## src/hdl/rtp_defs.svh

```systemverilog
// Constant definitions shared by the real-time trace port design files.
`ifndef RTP_DEFS_SVH
`define RTP_DEFS_SVH

// Widths of the trace nibbles and of one captured value.
`define RTP_NIB_W 4
`define RTP_CAP_W 32
`define RTP_CNT_W 2
`define RTP_NIBS_W 4

// Codes of the processor status nibble; the two reserved codes are never driven.
`define RTP_ST_CONT 4'h0
`define RTP_ST_BEGIN 4'h1
`define RTP_ST_RSVD_A 4'h2
`define RTP_ST_USER 4'h3
`define RTP_ST_PULSE 4'h4
`define RTP_ST_BRANCH 4'h5
`define RTP_ST_RSVD_B 4'h6
`define RTP_ST_RTE 4'h7
`define RTP_ST_MARK_BASE 4'h8
`define RTP_ST_EXC 4'hC
`define RTP_ST_EMU 4'hD
`define RTP_ST_STOP 4'hE
`define RTP_ST_HALT 4'hF

// Event codes presented by the core pipeline each cycle.
`define RTP_EV_CONT 4'h0
`define RTP_EV_BEGIN 4'h1
`define RTP_EV_USER 4'h2
`define RTP_EV_PULSE 4'h3
`define RTP_EV_DEBUG_DATA_WRITE_INSTRUCTION 4'h4
`define RTP_EV_BRANCH 4'h5
`define RTP_EV_SYNC 4'h6
`define RTP_EV_RTE 4'h7
`define RTP_EV_EXC 4'h8
`define RTP_EV_EMU 4'h9
`define RTP_EV_STOP 4'hA
`define RTP_EV_HALT 4'hB

// Branch target display length setting: off, or 2, 3 or 4 bytes.
`define RTP_TGT_OFF 2'h0

// Debug data write operand size: byte, word, longword.
`define RTP_SZ_BYTE 2'h0
`define RTP_SZ_WORD 2'h1
`define RTP_SZ_LONG 2'h2
`define RTP_CNT_WORD 2'h1
`define RTP_CNT_LONG 2'h3

// Buffer depth between the capture side and the shifter.
`define RTP_FIFO_DEPTH 2

`endif

```

## src/hdl/rtp_pkg.sv

```systemverilog
// Types shared by the real-time trace port design files.
package rtp_pkg;

  // Processor modes; all but run hold the status nibble at one code.
  typedef enum logic [2:0] {
    RTP_RUN,
    RTP_EXCEPT,
    RTP_EMULATE,
    RTP_STOPPED,
    RTP_HALTED
  } rtp_mode_t;

endpackage : rtp_pkg

```

## src/hdl/rtp_fifo.sv

```systemverilog
// Small synchronous FIFO with valid and ready on both sides.
`timescale 1ns/1ns
`include "rtp_defs.svh"

module rtp_fifo
  import rtp_pkg::*;
#(
  parameter int WIDTH = `RTP_CAP_W + `RTP_CNT_W,
  parameter int DEPTH = `RTP_FIFO_DEPTH
)
(
  input wire logic clk,
  input wire logic reset_n,
  input wire logic in_valid,
  output logic in_ready,
  input wire logic [WIDTH-1:0] in_data,
  output logic out_valid,
  input wire logic out_ready,
  output logic [WIDTH-1:0] out_data
);

  localparam int PTR_W = (DEPTH > 1) ? $clog2(DEPTH) : 1;

  // Pointers wrap by plain overflow, so the depth must be a power of two.
  initial
  begin
    if (DEPTH < 2 || (DEPTH & (DEPTH - 1)) != 0 || WIDTH < 1)
      $error("rtp_fifo: DEPTH must be a power of two of at least 2");
  end

  logic [WIDTH-1:0] mem [DEPTH];
  logic [PTR_W-1:0] wr_ptr;
  logic [PTR_W-1:0] rd_ptr;
  logic [PTR_W:0] count;
  logic push;
  logic pop;

  // Full and empty come from the true occupancy, so back-pressure is exact.
  assign in_ready = (count != (PTR_W+1)'(DEPTH));
  assign out_valid = (count != '0);
  assign out_data = mem[rd_ptr];
  assign push = in_valid && in_ready;
  assign pop = out_valid && out_ready;

  // Storage is written only; it needs no reset as the count guards reads.
  always_ff @(posedge clk)
  begin
    if (push)
      mem[wr_ptr] <= in_data;
  end

  // Pointer and occupancy bookkeeping.
  always_ff @(posedge clk or negedge reset_n)
  begin
    if (!reset_n)
    begin
      wr_ptr <= '0;
      rd_ptr <= '0;
      count <= '0;
    end
    else
    begin
      if (push)
        wr_ptr <= wr_ptr + 1'b1;
      if (pop)
        rd_ptr <= rd_ptr + 1'b1;
      if (push && !pop)
        count <= count + 1'b1;
      else if (pop && !push)
        count <= count - 1'b1;
    end
  end

endmodule : rtp_fifo

```

## src/hdl/rtp_trace_port.sv

```systemverilog
// Real-time trace port: status nibble, debug data nibble and capture buffer.
`timescale 1ns/1ns
`include "rtp_defs.svh"

module rtp_trace_port
  import rtp_pkg::*;
#(
  parameter int NIB_W = `RTP_NIB_W,
  parameter int CAP_W = `RTP_CAP_W,
  parameter int FIFO_DEPTH = `RTP_FIFO_DEPTH
)
(
  input wire logic CLK,
  input wire logic RESET_N,
  input wire logic [3:0] CORE_EVENT,
  input wire logic CORE_RESUME,
  input wire logic CAPTURE_VALID,
  input wire logic [CAP_W-1:0] CAPTURE_DATA,
  input wire logic [1:0] CAPTURE_SIZE,
  input wire logic [1:0] BRANCH_TARGET_BYTES,
  input wire logic [NIB_W-1:0] BREAKPOINT_STATUS,
  output logic CORE_STALL,
  output logic [NIB_W-1:0] PROCESSOR_STATUS_NIBBLE,
  output logic [NIB_W-1:0] DEBUG_DATA_NIBBLE,
  output logic COMBINED_HALT_INDICATOR
);

  localparam int ENTRY_W = CAP_W + `RTP_CNT_W;

  // The shifter and markers handle whole bytes of at most four.
  initial
  begin
    if (NIB_W != `RTP_NIB_W || CAP_W != `RTP_CAP_W || FIFO_DEPTH < 2)
      $error("rtp_trace_port: nibble, capture width or depth unsupported");
  end

  // Maps a core event to its status code; reserved codes never come out.
  function automatic logic [3:0] event_code(input logic [3:0] ev);
    logic [3:0] code;
    code = `RTP_ST_CONT;
    case (ev)
      `RTP_EV_CONT: code = `RTP_ST_CONT;
      `RTP_EV_BEGIN: code = `RTP_ST_BEGIN;
      `RTP_EV_USER: code = `RTP_ST_USER;
      `RTP_EV_PULSE: code = `RTP_ST_PULSE;
      `RTP_EV_DEBUG_DATA_WRITE_INSTRUCTION: code = `RTP_ST_PULSE;
      `RTP_EV_BRANCH: code = `RTP_ST_BRANCH;
      `RTP_EV_SYNC: code = `RTP_ST_BRANCH;
      `RTP_EV_RTE: code = `RTP_ST_RTE;
      `RTP_EV_EXC: code = `RTP_ST_EXC;
      `RTP_EV_EMU: code = `RTP_ST_EMU;
      `RTP_EV_STOP: code = `RTP_ST_STOP;
      `RTP_EV_HALT: code = `RTP_ST_HALT;
      default: code = `RTP_ST_CONT;
    endcase
    return code;
  endfunction : event_code

  rtp_mode_t mode;
  rtp_mode_t next_mode;
  logic [3:0] next_status;
  logic [3:0] ev;
  logic cap_take;
  logic [`RTP_CNT_W-1:0] cap_cnt;
  logic pend_valid;
  logic [ENTRY_W-1:0] pend_entry;
  logic next_pend_valid;
  logic fifo_in_valid;
  logic fifo_in_ready;
  logic [ENTRY_W-1:0] fifo_in_data;
  logic fifo_out_valid;
  logic fifo_out_ready;
  logic [ENTRY_W-1:0] fifo_out_data;
  logic [CAP_W-1:0] shift;
  logic [`RTP_NIBS_W-1:0] nibs_left;
  logic marker_due;

  // A stalled core presents nothing new, so its event is read as continue.
  assign ev = CORE_STALL ? `RTP_EV_CONT : CORE_EVENT;

  // Data writes are captured whatever the target setting; branch targets
  // only when display is enabled.
  assign cap_take = CAPTURE_VALID && !CORE_STALL &&
                    ((CORE_EVENT == `RTP_EV_DEBUG_DATA_WRITE_INSTRUCTION) ||
                     (CORE_EVENT == `RTP_EV_BRANCH &&
                      BRANCH_TARGET_BYTES != `RTP_TGT_OFF));

  // Byte count minus one: operand size for writes, setting for branches.
  always_comb
  begin
    cap_cnt = BRANCH_TARGET_BYTES;
    if (CORE_EVENT == `RTP_EV_DEBUG_DATA_WRITE_INSTRUCTION)
    begin
      case (CAPTURE_SIZE)
        `RTP_SZ_BYTE: cap_cnt = '0;
        `RTP_SZ_WORD: cap_cnt = `RTP_CNT_WORD;
        default: cap_cnt = `RTP_CNT_LONG;
      endcase
    end
  end

  // A held capture goes first; while it waits no new capture is taken.
  assign fifo_in_valid = pend_valid || cap_take;
  assign fifo_in_data = pend_valid ? pend_entry : {cap_cnt, CAPTURE_DATA};

  // The pending slot stays filled only while the buffer has no room.
  always_comb
  begin
    if (pend_valid)
      next_pend_valid = !fifo_in_ready;
    else
      next_pend_valid = cap_take && !fifo_in_ready;
  end

  // A marker may only replace a continue cycle in run mode, and only when
  // the shifter is empty or putting out its last nibble this edge.
  assign marker_due = fifo_out_valid && (mode == RTP_RUN) &&
                      (next_mode == RTP_RUN) && (ev == `RTP_EV_CONT) &&
                      (nibs_left <= `RTP_NIBS_W'(1));
  assign fifo_out_ready = marker_due;

  rtp_fifo #(
    .WIDTH(ENTRY_W),
    .DEPTH(FIFO_DEPTH)
  ) u_fifo (
    .clk(CLK),
    .reset_n(RESET_N),
    .in_valid(fifo_in_valid),
    .in_ready(fifo_in_ready),
    .in_data(fifo_in_data),
    .out_valid(fifo_out_valid),
    .out_ready(fifo_out_ready),
    .out_data(fifo_out_data)
  );

  // Mode tracking; a halt request wins over everything else.
  always_comb
  begin
    next_mode = mode;
    if (ev == `RTP_EV_HALT)
      next_mode = RTP_HALTED;
    else
    begin
      case (mode)
        RTP_RUN:
        begin
          if (ev == `RTP_EV_EXC)
            next_mode = RTP_EXCEPT;
          else if (ev == `RTP_EV_EMU)
            next_mode = RTP_EMULATE;
          else if (ev == `RTP_EV_STOP)
            next_mode = RTP_STOPPED;
        end
        RTP_EXCEPT,
        RTP_EMULATE,
        RTP_STOPPED,
        RTP_HALTED:
        begin
          if (CORE_RESUME)
            next_mode = RTP_RUN;
        end
        default: next_mode = RTP_RUN;
      endcase
    end
  end

  // Status for the next cycle: held mode code, then marker, then continue on resume, then event.
  always_comb
  begin
    case (next_mode)
      RTP_EXCEPT: next_status = `RTP_ST_EXC;
      RTP_EMULATE: next_status = `RTP_ST_EMU;
      RTP_STOPPED: next_status = `RTP_ST_STOP;
      RTP_HALTED: next_status = `RTP_ST_HALT;
      default:
      begin
        if (marker_due)
          next_status = `RTP_ST_MARK_BASE | {2'h0, fifo_out_data[ENTRY_W-1 -: `RTP_CNT_W]};
        else if (mode != RTP_RUN && CORE_RESUME)
          next_status = `RTP_ST_CONT;
        else
          next_status = event_code(ev);
      end
    endcase
  end

  // Mode register.
  always_ff @(posedge CLK or negedge RESET_N)
  begin
    if (!RESET_N)
      mode <= RTP_RUN;
    else
      mode <= next_mode;
  end

  // Status nibble and halt indicator, both updated every cycle.
  always_ff @(posedge CLK or negedge RESET_N)
  begin
    if (!RESET_N)
    begin
      PROCESSOR_STATUS_NIBBLE <= `RTP_ST_CONT;
      COMBINED_HALT_INDICATOR <= 1'b0;
    end
    else
    begin
      PROCESSOR_STATUS_NIBBLE <= next_status;
      COMBINED_HALT_INDICATOR <= &next_status;
    end
  end

  // Pending capture slot and the stall it causes.
  always_ff @(posedge CLK or negedge RESET_N)
  begin
    if (!RESET_N)
    begin
      pend_valid <= 1'b0;
      pend_entry <= '0;
      CORE_STALL <= 1'b0;
    end
    else
    begin
      pend_valid <= next_pend_valid;
      if (!pend_valid && cap_take)
        pend_entry <= {cap_cnt, CAPTURE_DATA};
      CORE_STALL <= next_pend_valid;
    end
  end

  // Shifter: loaded on the marker edge, so the first nibble shows on the
  // edge after, exactly one cycle behind the marker. Idle cycles pass the
  // breakpoint status through.
  always_ff @(posedge CLK or negedge RESET_N)
  begin
    if (!RESET_N)
    begin
      shift <= '0;
      nibs_left <= '0;
      DEBUG_DATA_NIBBLE <= '0;
    end
    else
    begin
      if (nibs_left != '0)
        DEBUG_DATA_NIBBLE <= shift[NIB_W-1:0];
      else
        DEBUG_DATA_NIBBLE <= BREAKPOINT_STATUS;
      if (marker_due)
      begin
        shift <= fifo_out_data[CAP_W-1:0];
        nibs_left <= {1'b0, fifo_out_data[ENTRY_W-1 -: `RTP_CNT_W], 1'b0} + `RTP_NIBS_W'(2);
      end
      else if (nibs_left != '0)
      begin
        shift <= shift >> NIB_W;
        nibs_left <= nibs_left - 1'b1;
      end
    end
  end

endmodule : rtp_trace_port

```

## config.mk

```make
export PLATFORM = sky130hd
export DESIGN_NAME = rtp_trace_port
export DESIGN_NICKNAME = d
export VERILOG_FILES = /design/src/hdl/rtp_pkg.sv /design/src/hdl/rtp_fifo.sv /design/src/hdl/rtp_trace_port.sv
export VERILOG_INCLUDE_DIRS = /design/src /design/src/hdl
export SDC_FILE = /design/constraint.sdc
export NUM_CORES = 1
export LEC_CHECK = 0
export BUFFER_PORTS_ARGS = -buffer_cell sky130_fd_sc_hd__buf_2
export CORE_MARGIN = 3
export CORE_UTILIZATION = 40
export DETAILED_ROUTE_END_ITERATION = 6
export GPL_TIMING_DRIVEN = 0
export PLACE_DENSITY = 0.67
export SYNTH_ARGS = -nofsm -noshare
export SYNTH_HDL_FRONTEND = slang
export SYNTH_SLANG_ARGS = --single-unit
```

## constraint.sdc

```tcl
create_clock -name CLK -period 3.1 [get_ports CLK]
set_input_delay 0.155 -clock CLK [delete_from_list [all_inputs] [get_ports CLK]]
set_output_delay 0.155 -clock CLK [all_outputs]
set_load 0.02 [all_outputs]
```

Word-level counts from Yosys, hierarchy flattened --
Memory sizes are Yosys's and may differ from the RTL's. Cells that the tools add are included.
Cells by class: add/sub/neg operators 6, $lt $le $gt $ge 1, equal/unequal tests 16, muxes and demuxes 23, reduce and logical (&&, ||, !) cells 32
Operators by type and width (number):
- $mux 32 | 2
- $mux 34 | 1
- $mux 4 | 6
- $eq 4x4->1 const B | 4
- $pmux 4 s4 | 1
- $mux 3 | 5
- $logic_and 1x1->1 | 14
- $eq 3x2->1 const B | 4
- $eq 4x3->1 const B | 2
- $reduce_bool 2->1 | 4
- $eq 3x1->1 const B | 2
- $eq 3x3->1 const B | 2
- $logic_not 3->1 | 2
- $mux 2 | 3
- $pmux 3 s2 | 1
- $add 3x2->4 const B | 1
- $le 4x1->1 const B | 1
- $logic_not 1->1 | 4
- $logic_not 4->1 | 1
- $pmux 2 s2 | 1
- $reduce_and 4->1 | 1
- $reduce_bool 4->1 | 1
- $reduce_or 4->1 | 1
- $sub 4x1->4 const B | 1
- other kinds (9) | 13
Word-level totals: flip-flop bits (word level) 87, RAM bits 68, memory bits (read-only) 64, input bits 48, output and inout port bits 10, logic and storage cells 91, memories 2
Memories:
- u_fifo.mem | words 2, width 34, read ports 1, clocked after memory_dff 0, write ports 1, RTL line rtp_fifo.sv:31 | logic [WIDTH-1:0] mem [DEPTH];
- (no name shown) | words 16, width 4, read ports 1, clocked after memory_dff 0, write ports 0, RTL line rtp_trace_port.sv:41 | case (ev)

Logic depth before layout (Yosys ltp) --
Gate-level depths: netlist of the first run.
word-level depth 15, depth in mapped cells 10, mapped depth without buffers 9

By module --
A second synthesis of the first run with hierarchy kept.
Second synthesis, totals: cells, all modules 473, area, all modules 6946.7 um2
Modules (own cells, without submodules):
- rtp_trace_port | instances 1, cells an instance 349, area each 4147.7 um2, sequential area each 2077.0 um2
- rtp_fifo | instances 1, cells an instance 124, area each 2798.9 um2, sequential area each 2142.1 um2

Worst setup path after synthesis of the first run --
Ideal clock, no wire load.
path type register to register, start register pend_valid, end memory u_fifo.mem[0][0] (netlist bit) (enable), setup time 429 ps, arrival 2883 ps, data required time 2671 ps, slack -212 ps, cell stages (with the launch flop) 5, path buffers 0, period minus slack after synthesis 3312 ps, path through dfrtp_1 nor4b_4 o311ai_4 a21boi_2 nor2b_1
Between the ends: cells in the longest elaborated chain, start to end 7
RTL lines:
- from (decl) | RTL line rtp_trace_port.sv:65 | logic pend_valid;
- from (signal assigned) | RTL line rtp_trace_port.sv:222 | pend_valid <= next_pend_valid;
- $logic_not 1->1
- $logic_and 1x1->1 (2 in series)
- $logic_or 1x1->1 * | RTL line rtp_trace_port.sv:103 | assign fifo_in_valid = pend_valid || cap_take;
- $logic_and 1x1->1 * | RTL line rtp_fifo.sv:42 | assign push = in_valid && in_ready;
- net u_fifo.push | RTL line rtp_fifo.sv:35 | logic push;
- $mux 1 * | RTL line rtp_fifo.sv:48 | if (push)
- $mux 1 (not written as such) * | RTL line rtp_fifo.sv:49 | mem[wr_ptr] <= in_data;
- to (decl) | RTL line rtp_fifo.sv:31
The timed path passes the listed nets; every way through them passes the cells marked *.

Worst setup path after layout of the first run --
start register pend_valid, end memory u_fifo.mem[1][20] (netlist bit) (enable)
The elaborated chain is that of the path after synthesis.

==> results.sh, run 1 <==
export IMPL_synth_compound_area_share_pct=8.57
export IMPL_synth_most_common_cell="dfrtp_1"
export IMPL_portBuffers=56
export IMPL_final_nets=631
export IMPL_synth_edff_count=68
export IMPL_h_tree_depth=4
export IMPL_grt_pass1_wl_um=20900
export IMPL_syn_to_final_growth_pct=22.7
export IMPL_p_seq_share_pct=45.5
export IMPL_synth_top_cell_area_share_pct=32.6
export IMPL_crit_path_start_kind="flip-flop"
export IMPL_synthCells=466
export IMPL_die_h_um=135
export IMPL_timing_fmax_mhz=381
export IMPL_layout_min_cycle_time_ns=2.62
export IMPL_syn_nets=519
export IMPL_use_met3_pct=4.12
export IMPL_syn_area_um2=6670
export IMPL_muxShareOfSynthArea_pct=17.1
export IMPL_yosysSeqAreaShare_pct=63.3
export IMPL_p_per_area_nw_per_um2=709
export IMPL_cts_root_buf="clkbuf_16"
export IMPL_yosysTopAreaCell="dfrtp_1"
export IMPL_grt_usage_pct=14.6
export IMPL_numCtsBuffers=17
export IMPL_synth_xor_area_share_pct=1.05
export IMPL_met1_usage_pct=18.6
export IMPL_cts_sinks=155
export IMPL_power_switching_mw=1.60
export IMPL_synth_simple_area_share_pct=6.57
export IMPL_crit_arrival_ns=2.66
export IMPL_slowest_delay_ns=0.77
export IMPL_routedWlPerCell_um=15.8
export IMPL_post_route_drc_count=0
export IMPL_cts_resized_gates=0
export IMPL_worstPathRequired_ns=3.14
export IMPL_ios=58
export IMPL_die_area_um2=18300
export IMPL_vias_per_cell=5.07
export IMPL_rows=46
export IMPL_postCtsHoldBufs=35
export IMPL_ys_flop_type="dfrtp_1"
export IMPL_timing_final_crit_share_pct=84.6
export IMPL_slew_headroom_pct=42.2
export IMPL_ir_drop_uv=527
export IMPL_antenna_found_initial=0
export IMPL_drive_gt1_share_pct=31.3
export IMPL_cts_setup_buffers=0
export IMPL_antenna_cells=0
export IMPL_ant_nets=0
export IMPL_p_comb_share_pct=21.5
export IMPL_crit_type="reg -> reg"
export IMPL_yosysUniqueCellTypes=46
export IMPL_rsz0062_at_grt="no"
export IMPL_first_global_vias=4257
export IMPL_ys_top_cells_by_count="87 x dfrtp_1, 73 x mux2_2, 68 x edfxtp_1"
export IMPL_leakagePower_nw=3.34
export IMPL_sw_frac_of_total_pct=27.5
export IMPL_hp_class="in -> reg"
export IMPL_core_area_um2=16100
export IMPL_cts_tree="yes"
export IMPL_setup_violations_final=0
export IMPL_final_util_pct=50.8
export IMPL_clk_pin_slew_ns=0.06
export IMPL_drv_slew=0
export IMPL_synth_top_family_by_area="multiplexers"
export IMPL_start_util_pct=41.4
export IMPL_fill_cells=1441
export IMPL_fin_hold_ws_ns=0.0160
export IMPL_dieWidth_um=135
export IMPL_path_max_fanout=34
export IMPL_yosysWarnings=0
export IMPL_outcome="finished clean"
export IMPL_first_pass_iters=5
export IMPL_ys_async_sr_fraction_pct=56.1
export IMPL_vias=4090
export IMPL_endpoint_kind="flip-flop"
export IMPL_pwr_share_clk_pct=32.9
export IMPL_internal_power_mw=4.21
export IMPL_grt_busiest_layer="met2"
export IMPL_clk_latency_ns=0.41
export IMPL_overflow=0
export IMPL_syn_area_per_cell_um2=14.3
export IMPL_cts_buffer_depth=2
export IMPL_cp_slowest_cell="and2_2"
export IMPL_dpl_hpwl_um=8610
export IMPL_drtIter0Drc=199
export IMPL_postSynthRegisterBits=155
export IMPL_met2_usage_pct=24.3
export IMPL_place_congestion=0.852
export IMPL_finClkSkew_ns=0.00806
export IMPL_worst_pin_slew_ns=0.867
export IMPL_maxCapViolCount=0
export IMPL_hold_viol=0
export IMPL_cp_cell_sequence="nor4b_4 -> o311ai_4 -> a21boi_2 -> and2_2"
export IMPL_synth_fa_ha_area_share_pct=0.938
export IMPL_grt_max_degree=68
export IMPL_yosys_top_cells_area="dfrtp_1 33%, edfxtp_1 31%, mux2_2 12%, mux2i_1 4.8%, a211oi_1 3.2%"
export IMPL_wl_um=12800
-- sequential cells by signal (all words and copies together) (netlist names) --
register                 count
u_fifo.count                 2
u_fifo.mem                  68
DEBUG_DATA_NIBBLE            4
PROCESSOR_STATUS_NIBBLE      4
shift                       32
pend_valid                   1
u_fifo.rd_ptr                1
nibs_left                    4
mode                         3
pend_entry                  34
COMBINED_HALT_INDICATOR      1
u_fifo.wr_ptr                1
-- layout make-up --
class	count	area (µm²)	area share, %
inverters	5	18.8	0.229
flip-flops and latches	155	4220	51.5
clock buffers	27	524	6.40
repair buffers	93	681	8.31
well taps	216	270	3.30
clock inverters	5	32.5	0.397
multi-input cells	279	2290	28.0
plain buffers	27	148	1.80
-- layer usage --
| layer | wire [µm] | vias up |
|---|---|---|
| li1 | - | 1949 |
| met1 | 5750 | 2036 |
| met2 | 6320 | 90 |
| met3 | 524 | 15 |
| met4 | 170 | 0 |
| met5 | 0 | - |
-- kinds of logic (layout without fill, tap and decap cells) --
group           after synthesis  in the layout
xor+xnor                      8              8
buf+inv                      32            157
mux                         105            105
compound gates               88             88
fa+ha+maj                     5              5
flops                       155            155
simple gates                 73             73
-- placed cells by master, fill, tap and decap left out, types with 3 or more instances in the layout --
cell	synthesis	routed
buf_1	3	3
mux2i_1	32	32
dlygate4sd3_1	0	35
buf_4	3	4
buf_2	9	64
xor2_1	3	3
nand3_1	6	6
inv_1	4	4
clkbuf_1	8	13
clkbuf_8	0	4
a21oi_1	37	37
nor2b_1	29	28
edfxtp_1	68	68
clkbuf_16	0	18
ha_1	5	5
o21ai_0	5	5
o21ai_1	6	6
nor2_1	11	11
nand2_1	12	12
buf_6	3	3
mux2_2	73	73
dfrtp_1	87	87
xnor2_1	5	5
a211oi_1	28	28
-- path summary, 6_finish.rpt --
check                                     to  slack, ns             from  depth (start not counted)
min                            pend_entry[8]       0.02  CAPTURE_DATA[8]                          2
max                        u_fifo.mem[1][20]       0.48       pend_valid                          4
min in group asynchronous     pend_entry[29]       0.18          RESET_N                          2
max in group asynchronous      pend_entry[3]       2.28          RESET_N                          3
max reg2reg                u_fifo.mem[1][20]       0.48       pend_valid                          4
min reg2reg                   pend_entry[18]       0.50   pend_entry[18]                          1
-- critical path: cells and delay by family (launching register included) --
family	cells	cell delay, ns
AOI/OAI and AO/OA	2	0.63
and+or+nand+nor	2	1.13
DFF	1	0.46
-- power groups by stage --
stage,clock (mW),combinational [mW],sequential (mW)
after floorplan,0,0.847,2.69
after global placement,0,1.17,2.65
after detailed placement,0,1.22,2.67
after CTS,1.95,1.27,2.64
after global routing,2.06,1.38,2.67
final,1.91,1.25,2.64
-- stage by stage --
stage               TNS (ns)  instance area (µm²)  cells  setup WS, ns  power [mW]
floorplan                  0                 6670    466         0.421        3.53
global placement       -8.36                 7220    738        -0.203        3.83
detailed placement         0                 7280    740         0.470        3.90
CTS                        0                 8190    807         0.444        5.86
global route               0                 8190    807         0.359        6.11
finish                     0                 8190    807         0.478        5.80
No activity file was read; power rests on OpenSTA's default activity.
==> inputs of run 2 (changes only) <==
==> constraint.sdc (replaced) <==
create_clock -name CLK -period 2.2 [get_ports CLK]
set_input_delay 0.11 -clock CLK [delete_from_list [all_inputs] [get_ports CLK]]
set_output_delay 0.11 -clock CLK [all_outputs]
set_load 0.02 [all_outputs]
==> run 2 against run 1 <==
- setup slack worse by 0.45 ns
- final area is 2.3% higher
- hold slack better by 0.019 ns
- maximum frequency is 21% higher
- via count is 1.9% higher
- first-iteration DRC count is 36% higher
- sequential share of layout area is 1.1 points lower
- clock-buffer cell count is 4 lower
- non-clock buffer count is 6 higher
- clock power is 59% higher
==> results.sh, run 2 (synthesis gave the netlist of run 1 again) <==
export IMPL_dpl_hpwl_um=8460
export IMPL_portBuffers=56
export IMPL_post_route_drc_count=0
export IMPL_wl_um=13100
export IMPL_layout_common_cells="85 x dfrtp_1, 73 x mux2_2, 68 x edfxtp_1"
export IMPL_drive_gt1_share_pct=33.6
export IMPL_setup_violations_final=0
export IMPL_timing_final_crit_share_pct=98.7
export IMPL_rows=46
export IMPL_r2r_cells=7
export IMPL_p_per_area_nw_per_um2=1030
export IMPL_maxCapViolCount=0
export IMPL_endpoint_kind="flip-flop"
export IMPL_first_global_vias=4261
export IMPL_antenna_cells=0
export IMPL_top_regs="u_fifo.mem x68, pend_entry x34, shift x32"
export IMPL_worst_pin_slew_ns=0.837
export IMPL_layout_setup_ws_ns=0.0281
export IMPL_overflow=0
export IMPL_dp_worst_setup_slack_ns=-0.480
export IMPL_final_nets=639
export IMPL_crit_type="reg -> reg"
export IMPL_die_area_um2=18300
export IMPL_routedWlPerCell_um=16.1
export IMPL_rsz0062_at_grt="yes"
export IMPL_clk_pin_slew_ns=0.06
export IMPL_h_tree_depth=4
export IMPL_syn_to_final_growth_pct=25.5
export IMPL_path_max_fanout=10
export IMPL_met2_usage_pct=25.4
export IMPL_finClkSkew_ns=0.0134
export IMPL_regArea_um2=4220
export IMPL_fin_hold_ws_ns=0.0355
export IMPL_grt_pass1_wl_um=21500
export IMPL_clk_latency_ns=0.43
export IMPL_layout_commonest_cell="dfrtp_1"
export IMPL_first_pass_iters=5
export IMPL_antenna_found_initial=0
export IMPL_largest_register_ffs=68
export IMPL_grt_usage_pct=15.3
export IMPL_hp_class="in -> reg"
export IMPL_cts_buffer_depth=2
export IMPL_timing_fmax_mhz=460
export IMPL_grt_max_degree=67
export IMPL_crit_arrival_ns=2.51
export IMPL_met1_usage_pct=19.1
export IMPL_crit_path_start_kind="flip-flop"
export IMPL_die_h_um=135
export IMPL_ir_drop_uv=676
export IMPL_multi_input_area_um2=2340
export IMPL_drv_slew=0
export IMPL_numCtsBuffers=17
export IMPL_layout_min_cycle_time_ns=2.17
export IMPL_vias=4168
export IMPL_start_util_pct=41.4
export IMPL_worstPathRequired_ns=2.54
export IMPL_core_area_um2=16100
export IMPL_ant_nets=0
export IMPL_slew_headroom_pct=44.2
export IMPL_dieWidth_um=135
export IMPL_whs_path_depth=4
export IMPL_cts_root_buf="clkbuf_16"
export IMPL_outcome="finished clean"
export IMPL_fill_cells=1407
export IMPL_hold_viol=0
export IMPL_regMostFlops="u_fifo.mem"
export IMPL_leakagePower_nw=3.43
export IMPL_place_congestion=0.851
export IMPL_drtIter0Drc=270
export IMPL_grt_busiest_layer="met2"
export IMPL_cts_sinks=155
export IMPL_ios=58
export IMPL_cts_tree="yes"
export IMPL_use_met3_pct=3.79
export IMPL_vias_per_cell=5.11
==> run 2: cell types whose count changed in the layout (fill, tap and decap cells not counted), moves of 3 or more <==
cell / change
clkbuf_1: -3
bufinv_16: +4
clkbuf_2: +4
buf_4: +3
==> run 2: report_power, final <==
group	leakage (nW)	switching (mW)	internal (mW)
clock	0.296	1.08	1.95
combinational	1.40	0.978	0.846
sequential	1.73	0.251	3.49
==> run 2: worst paths after layout <==
check / from / end / slack, ns
worst min-delay path: CORE_RESUME / PROCESSOR_STATUS_NIBBLE[3] / 0.04
worst max-delay path: mode[2] / u_fifo.count[1] / 0.03
max in group asynchronous: RESET_N / mode[0] / 1.42
worst min register to register: pend_entry[24] / pend_entry[24] / 0.50
worst max register to register: mode[2] / u_fifo.count[1] / 0.03
min in group asynchronous: RESET_N / pend_entry[29] / 0.13
==> run 2: metal layers <==
metal	wire, µm	up-vias
li1	-	1971
met5	0	-
met3	646	18
met4	277	0
met2	6710	99
met1	5510	2080
==> run 2: worst max-delay path, cell delays in order, from the launching register on <==
cell     delay, ns
dfrtp_1       0.41
or3_4         0.44
nor3_4        0.27
inv_2         0.09
buf_4         0.18
ha_1          0.33
nor2_1        0.15
xor2_1        0.21
==> run 2: metrics by stage <==
step	util (%)	power, mW	TNS [ns]	instances	instance area, µm²
final	52.0	8.60	0	815	8370
after global routing	52.0	9.02	-0.0249	815	8370
after CTS	51.8	8.65	0	815	8350
after detailed placement	45.1	5.49	-27.41	739	7260
after global placement	44.9	5.39	-21.23	738	7230
after floorplan	-	4.98	0	466	6680
==> run 2: timing repair <==
item | in CTS | in global routing
pin swaps | 1 | 1
hold buffers | 37 | 0
resized for setup | 5 | 13
endpoints found under the setup margin | 70 | 79
buffers inserted | 5 | 0
gates cloned | 2 | 0
hold endpoints to repair | 125 | 0
==> run 2: area by class of cell <==
class / count / area share [%]
Tap cell: 216 / 3.23
Buffer: 27 / 1.85
Sequential cell: 155 / 50.4
Multi-Input combinational cell: 281 / 27.9
Inverter: 5 / 0.224
Clock inverter: 9 / 1.73
Clock buffer: 23 / 5.59
Timing Repair Buffer: 99 / 9.03
==> inputs of run 3 (changes only) <==
--- a/config.mk
+++ b/config.mk
@@ -7,11 +7,14 @@
 export NUM_CORES = 1
 export LEC_CHECK = 0
 export BUFFER_PORTS_ARGS = -buffer_cell sky130_fd_sc_hd__buf_2
+export CELL_PAD_IN_SITES_DETAIL_PLACEMENT = 2
+export CELL_PAD_IN_SITES_GLOBAL_PLACEMENT = 2
 export CORE_MARGIN = 3
 export CORE_UTILIZATION = 40
 export DETAILED_ROUTE_END_ITERATION = 6
 export GPL_TIMING_DRIVEN = 0
-export PLACE_DENSITY = 0.67
+export PLACE_DENSITY = 0.83
 export SYNTH_ARGS = -nofsm -noshare
 export SYNTH_HDL_FRONTEND = slang
+export SYNTH_HIERARCHICAL = 1
 export SYNTH_SLANG_ARGS = --single-unit
==> constraint.sdc (replaced) <==
create_clock -name CLK -period 2.5 [get_ports CLK]
set_input_delay 0.125 -clock CLK [delete_from_list [all_inputs] [get_ports CLK]]
set_output_delay 0.125 -clock CLK [all_outputs]
set_load 0.02 [all_outputs]
==> run 3 against run 2 <==
- clock skew shrank 0.0051 ns
- core utilization shrank 0.45 points
- hold slack gained 0.065 ns
- total power shrank 8.5%
- via count grew 4.0%
- sequential share of layout area shrank 1.7 points
- register-to-register slack gained 0.08 ns
==> results.sh, run 3 <==
export IMPL_outcome="finished clean"
export IMPL_synth_edff_count=68
export IMPL_slew_headroom_pct=36.0
export IMPL_r2r_slack_ns=0.11
export IMPL_routedWlPerCell_um=22.6
export IMPL_synth_fa_ha_area_share_pct=0.901
export IMPL_place_congestion=0.820
export IMPL_yosys_top_cells_area="dfrtp_1 31%, edfxtp_1 29%, mux2_2 12%, mux2_4 6.3%, mux2i_1 4.2%"
export IMPL_regMostFlops="u_fifo/mem"
export IMPL_first_pass_iters=4
export IMPL_crit_start="mode[1]"
export IMPL_synth_top_family_by_area="multiplexers"
export IMPL_cts_root_buf="clkbuf_16"
export IMPL_largest_register_ffs=68
export IMPL_wl_um=18700
export IMPL_yosysTopAreaCell="dfrtp_1"
export IMPL_portBuffers=55
export IMPL_crit_path_end="u_fifo/count[1]"
export IMPL_dieWidth_um=138
export IMPL_overflow=0
export IMPL_die_h_um=138
export IMPL_ys_flop_type="dfrtp_1"
export IMPL_postSynthRegisterBits=155
export IMPL_drv_slew=0
export IMPL_crit_path_start_kind="flip-flop"
export IMPL_post_route_drc_count=0
export IMPL_antenna_found_initial=0
export IMPL_worstPathRequired_ns=2.84
export IMPL_ys_top_cells_by_count="87 x dfrtp_1, 76 x mux2_2, 68 x edfxtp_1"
export IMPL_syn_area_um2=6950
export IMPL_first_global_vias=5133
export IMPL_r2r_cells=10
export IMPL_layout_setup_ws_ns=0.111
export IMPL_finClkSkew_ns=0.00823
export IMPL_hp_class="in -> reg"
export IMPL_clk_pin_slew_ns=0.06
export IMPL_vias_per_cell=5.24
export IMPL_synth_simple_area_share_pct=5.12
export IMPL_antenna_cells=0
export IMPL_timing_fmax_mhz=419
export IMPL_p_per_area_nw_per_um2=908
export IMPL_numCtsBuffers=17
export IMPL_final_nets=647
export IMPL_maxCapViolCount=0
export IMPL_synth_most_common_cell="dfrtp_1"
export IMPL_setup_violations_final=0
export IMPL_leakagePower_nw=3.51
export IMPL_rsz0062_at_grt="no"
export IMPL_syn_to_final_growth_pct=24.7
export IMPL_layout_common_cells="87 x dfrtp_1, 76 x mux2_2, 68 x edfxtp_1"
export IMPL_h_tree_depth=4
export IMPL_yosysSeqAreaShare_pct=60.7
export IMPL_yosysWarnings=6
export IMPL_synthCells=473
export IMPL_drtIter0Drc=238
export IMPL_synth_xor_area_share_pct=1.13
export IMPL_timing_final_crit_share_pct=95.6
export IMPL_path_max_fanout=7
export IMPL_syn_nets=526
export IMPL_hold_viol=0
export IMPL_cts_buffer_depth=2
export IMPL_dp_worst_setup_slack_ns=-0.600
export IMPL_yosysUniqueCellTypes=47
export IMPL_ant_nets=0
export IMPL_layout_min_cycle_time_ns=2.39
export IMPL_dpl_hpwl_um=11300
export IMPL_cts_tree="yes"
export IMPL_clk_latency_ns=0.43
export IMPL_vias=4333
export IMPL_layout_commonest_cell="dfrtp_1"
export IMPL_top_regs="u_fifo/mem x68, pend_entry x34, shift x32"
export IMPL_endpoint_kind="flip-flop"
export IMPL_worst_pin_slew_ns=0.948
export IMPL_crit_arrival_ns=2.73
export IMPL_ir_drop_uv=514
export IMPL_core_area_um2=16800
export IMPL_start_util_pct=41.3
export IMPL_rows=47
export IMPL_grt_max_degree=63
export IMPL_synth_compound_area_share_pct=5.75
export IMPL_r2r_start="mode[1]"
export IMPL_timing_rr_end="u_fifo/count[1]"
export IMPL_crit_type="reg -> reg"
export IMPL_die_area_um2=19000
export IMPL_cts_sinks=155
export IMPL_grt_pass1_wl_um=29300
export IMPL_syn_area_per_cell_um2=14.7
export IMPL_grt_usage_pct=20.9
export IMPL_synth_top_cell_area_share_pct=31.3
export IMPL_ios=58
export IMPL_tns_ns=0
export IMPL_muxShareOfSynthArea_pct=22.8
export IMPL_ys_async_sr_fraction_pct=56.1
export IMPL_p_total_mw=7.87
export IMPL_drive_gt1_share_pct=39.4
run 3: cell types whose count changed in the layout (fill, tap and decap cells not counted), moves of 4 or more:
cell      before  now
o21ai_0        5   22
nor2b_1       28    1
mux2_4         0   29
inv_1          2    6
a211oi_1      28    1
o21ai_1        6    2
nand2_1       12   44
o21ai_2        0   10
a21oi_1       37    9
run 3: area by class of cell:
cell class                      instances  area (µm²)
Fill cell                            1576        8160
Sequential cell                       155        4220
Multi-Input combinational cell        285        2520
Timing Repair Buffer                  102         783
Clock buffer                           21         460
Tap cell                              220         275
Buffer                                 26         216
Clock inverter                         11         144
Inverter                                7        38.8
run 3: metrics by stage:
stage / instances / util (%) / hold slack [ns] / instance area (µm²)
floorplan: 473 / - / -0.171 / 6960
global placement: 748 / 44.6 / 0.363 / 7510
detailed placement: 749 / 44.8 / 0.0778 / 7540
CTS: 824 / 51.3 / 0.0774 / 8630
global route: 827 / 51.5 / 0.107 / 8660
finish: 827 / 51.5 / 0.100 / 8660
run 3: repair_timing:
item / 4_1_cts / 5_1_grt
hold buffers: 38 / 0
setup buffers: 5 / 3
endpoints found under the hold margin: 62 / 0
gates resized for setup: 6 / 4
cloned: 1 / 0
pin swaps: 4 / 1
setup endpoints to repair: 69 / 27
run 3: power breakdown:
group	total (mW)	switching, mW	leakage [nW]	internal, mW
logic	1.90	0.938	1.48	0.964
registers	3.28	0.239	1.74	3.04
clock network	2.68	1.06	0.297	1.62
total	7.87	2.24	3.51	5.63
run 3: cell families (layout without fill, tap and decap cells):
family	after synthesis	count (layout)
AO/OA/AOI/OAI	59	59
flip-flops	155	155
AND/OR/NAND/NOR	77	78
multiplexers	134	134
XOR/XNOR	9	9
adder cells (fa/ha/maj)	5	5
buffers and inverters	34	167
run 3: worst min path at each step:
stage                         start                      end  slack [ns]  cells after the start
3_3_place_gp   BREAKPOINT_STATUS[3]     DEBUG_DATA_NIBBLE[3]        0.36                      2
4_1_cts             CAPTURE_SIZE[1]           pend_entry[33]        0.08                      3
2_1_floorplan               RESET_N  COMBINED_HALT_INDICATOR       -0.17                      0
6_report            CAPTURE_SIZE[1]           pend_entry[33]        0.10                      3
5_1_grt             CAPTURE_SIZE[1]           pend_entry[33]        0.11                      3
3_5_place_dp                RESET_N            pend_entry[7]        0.08                      1
run 3: metal layers:
metal  wire [µm]  track usage, %
met5           0               0
met4         425            7.85
met3         429            3.51
met1        7570            24.1
met2       10300            38.5
run 3: critical path, stage by stage (launching register included):
cell      delay [ns]
dfrtp_1         0.38
buf_6           0.14
or3_4           0.41
or3_4           0.40
buf_6           0.16
clkinv_8        0.06
nand2_2         0.07
ha_1            0.22
xor2_1          0.15
nor2_1          0.12
xor2_1          0.20
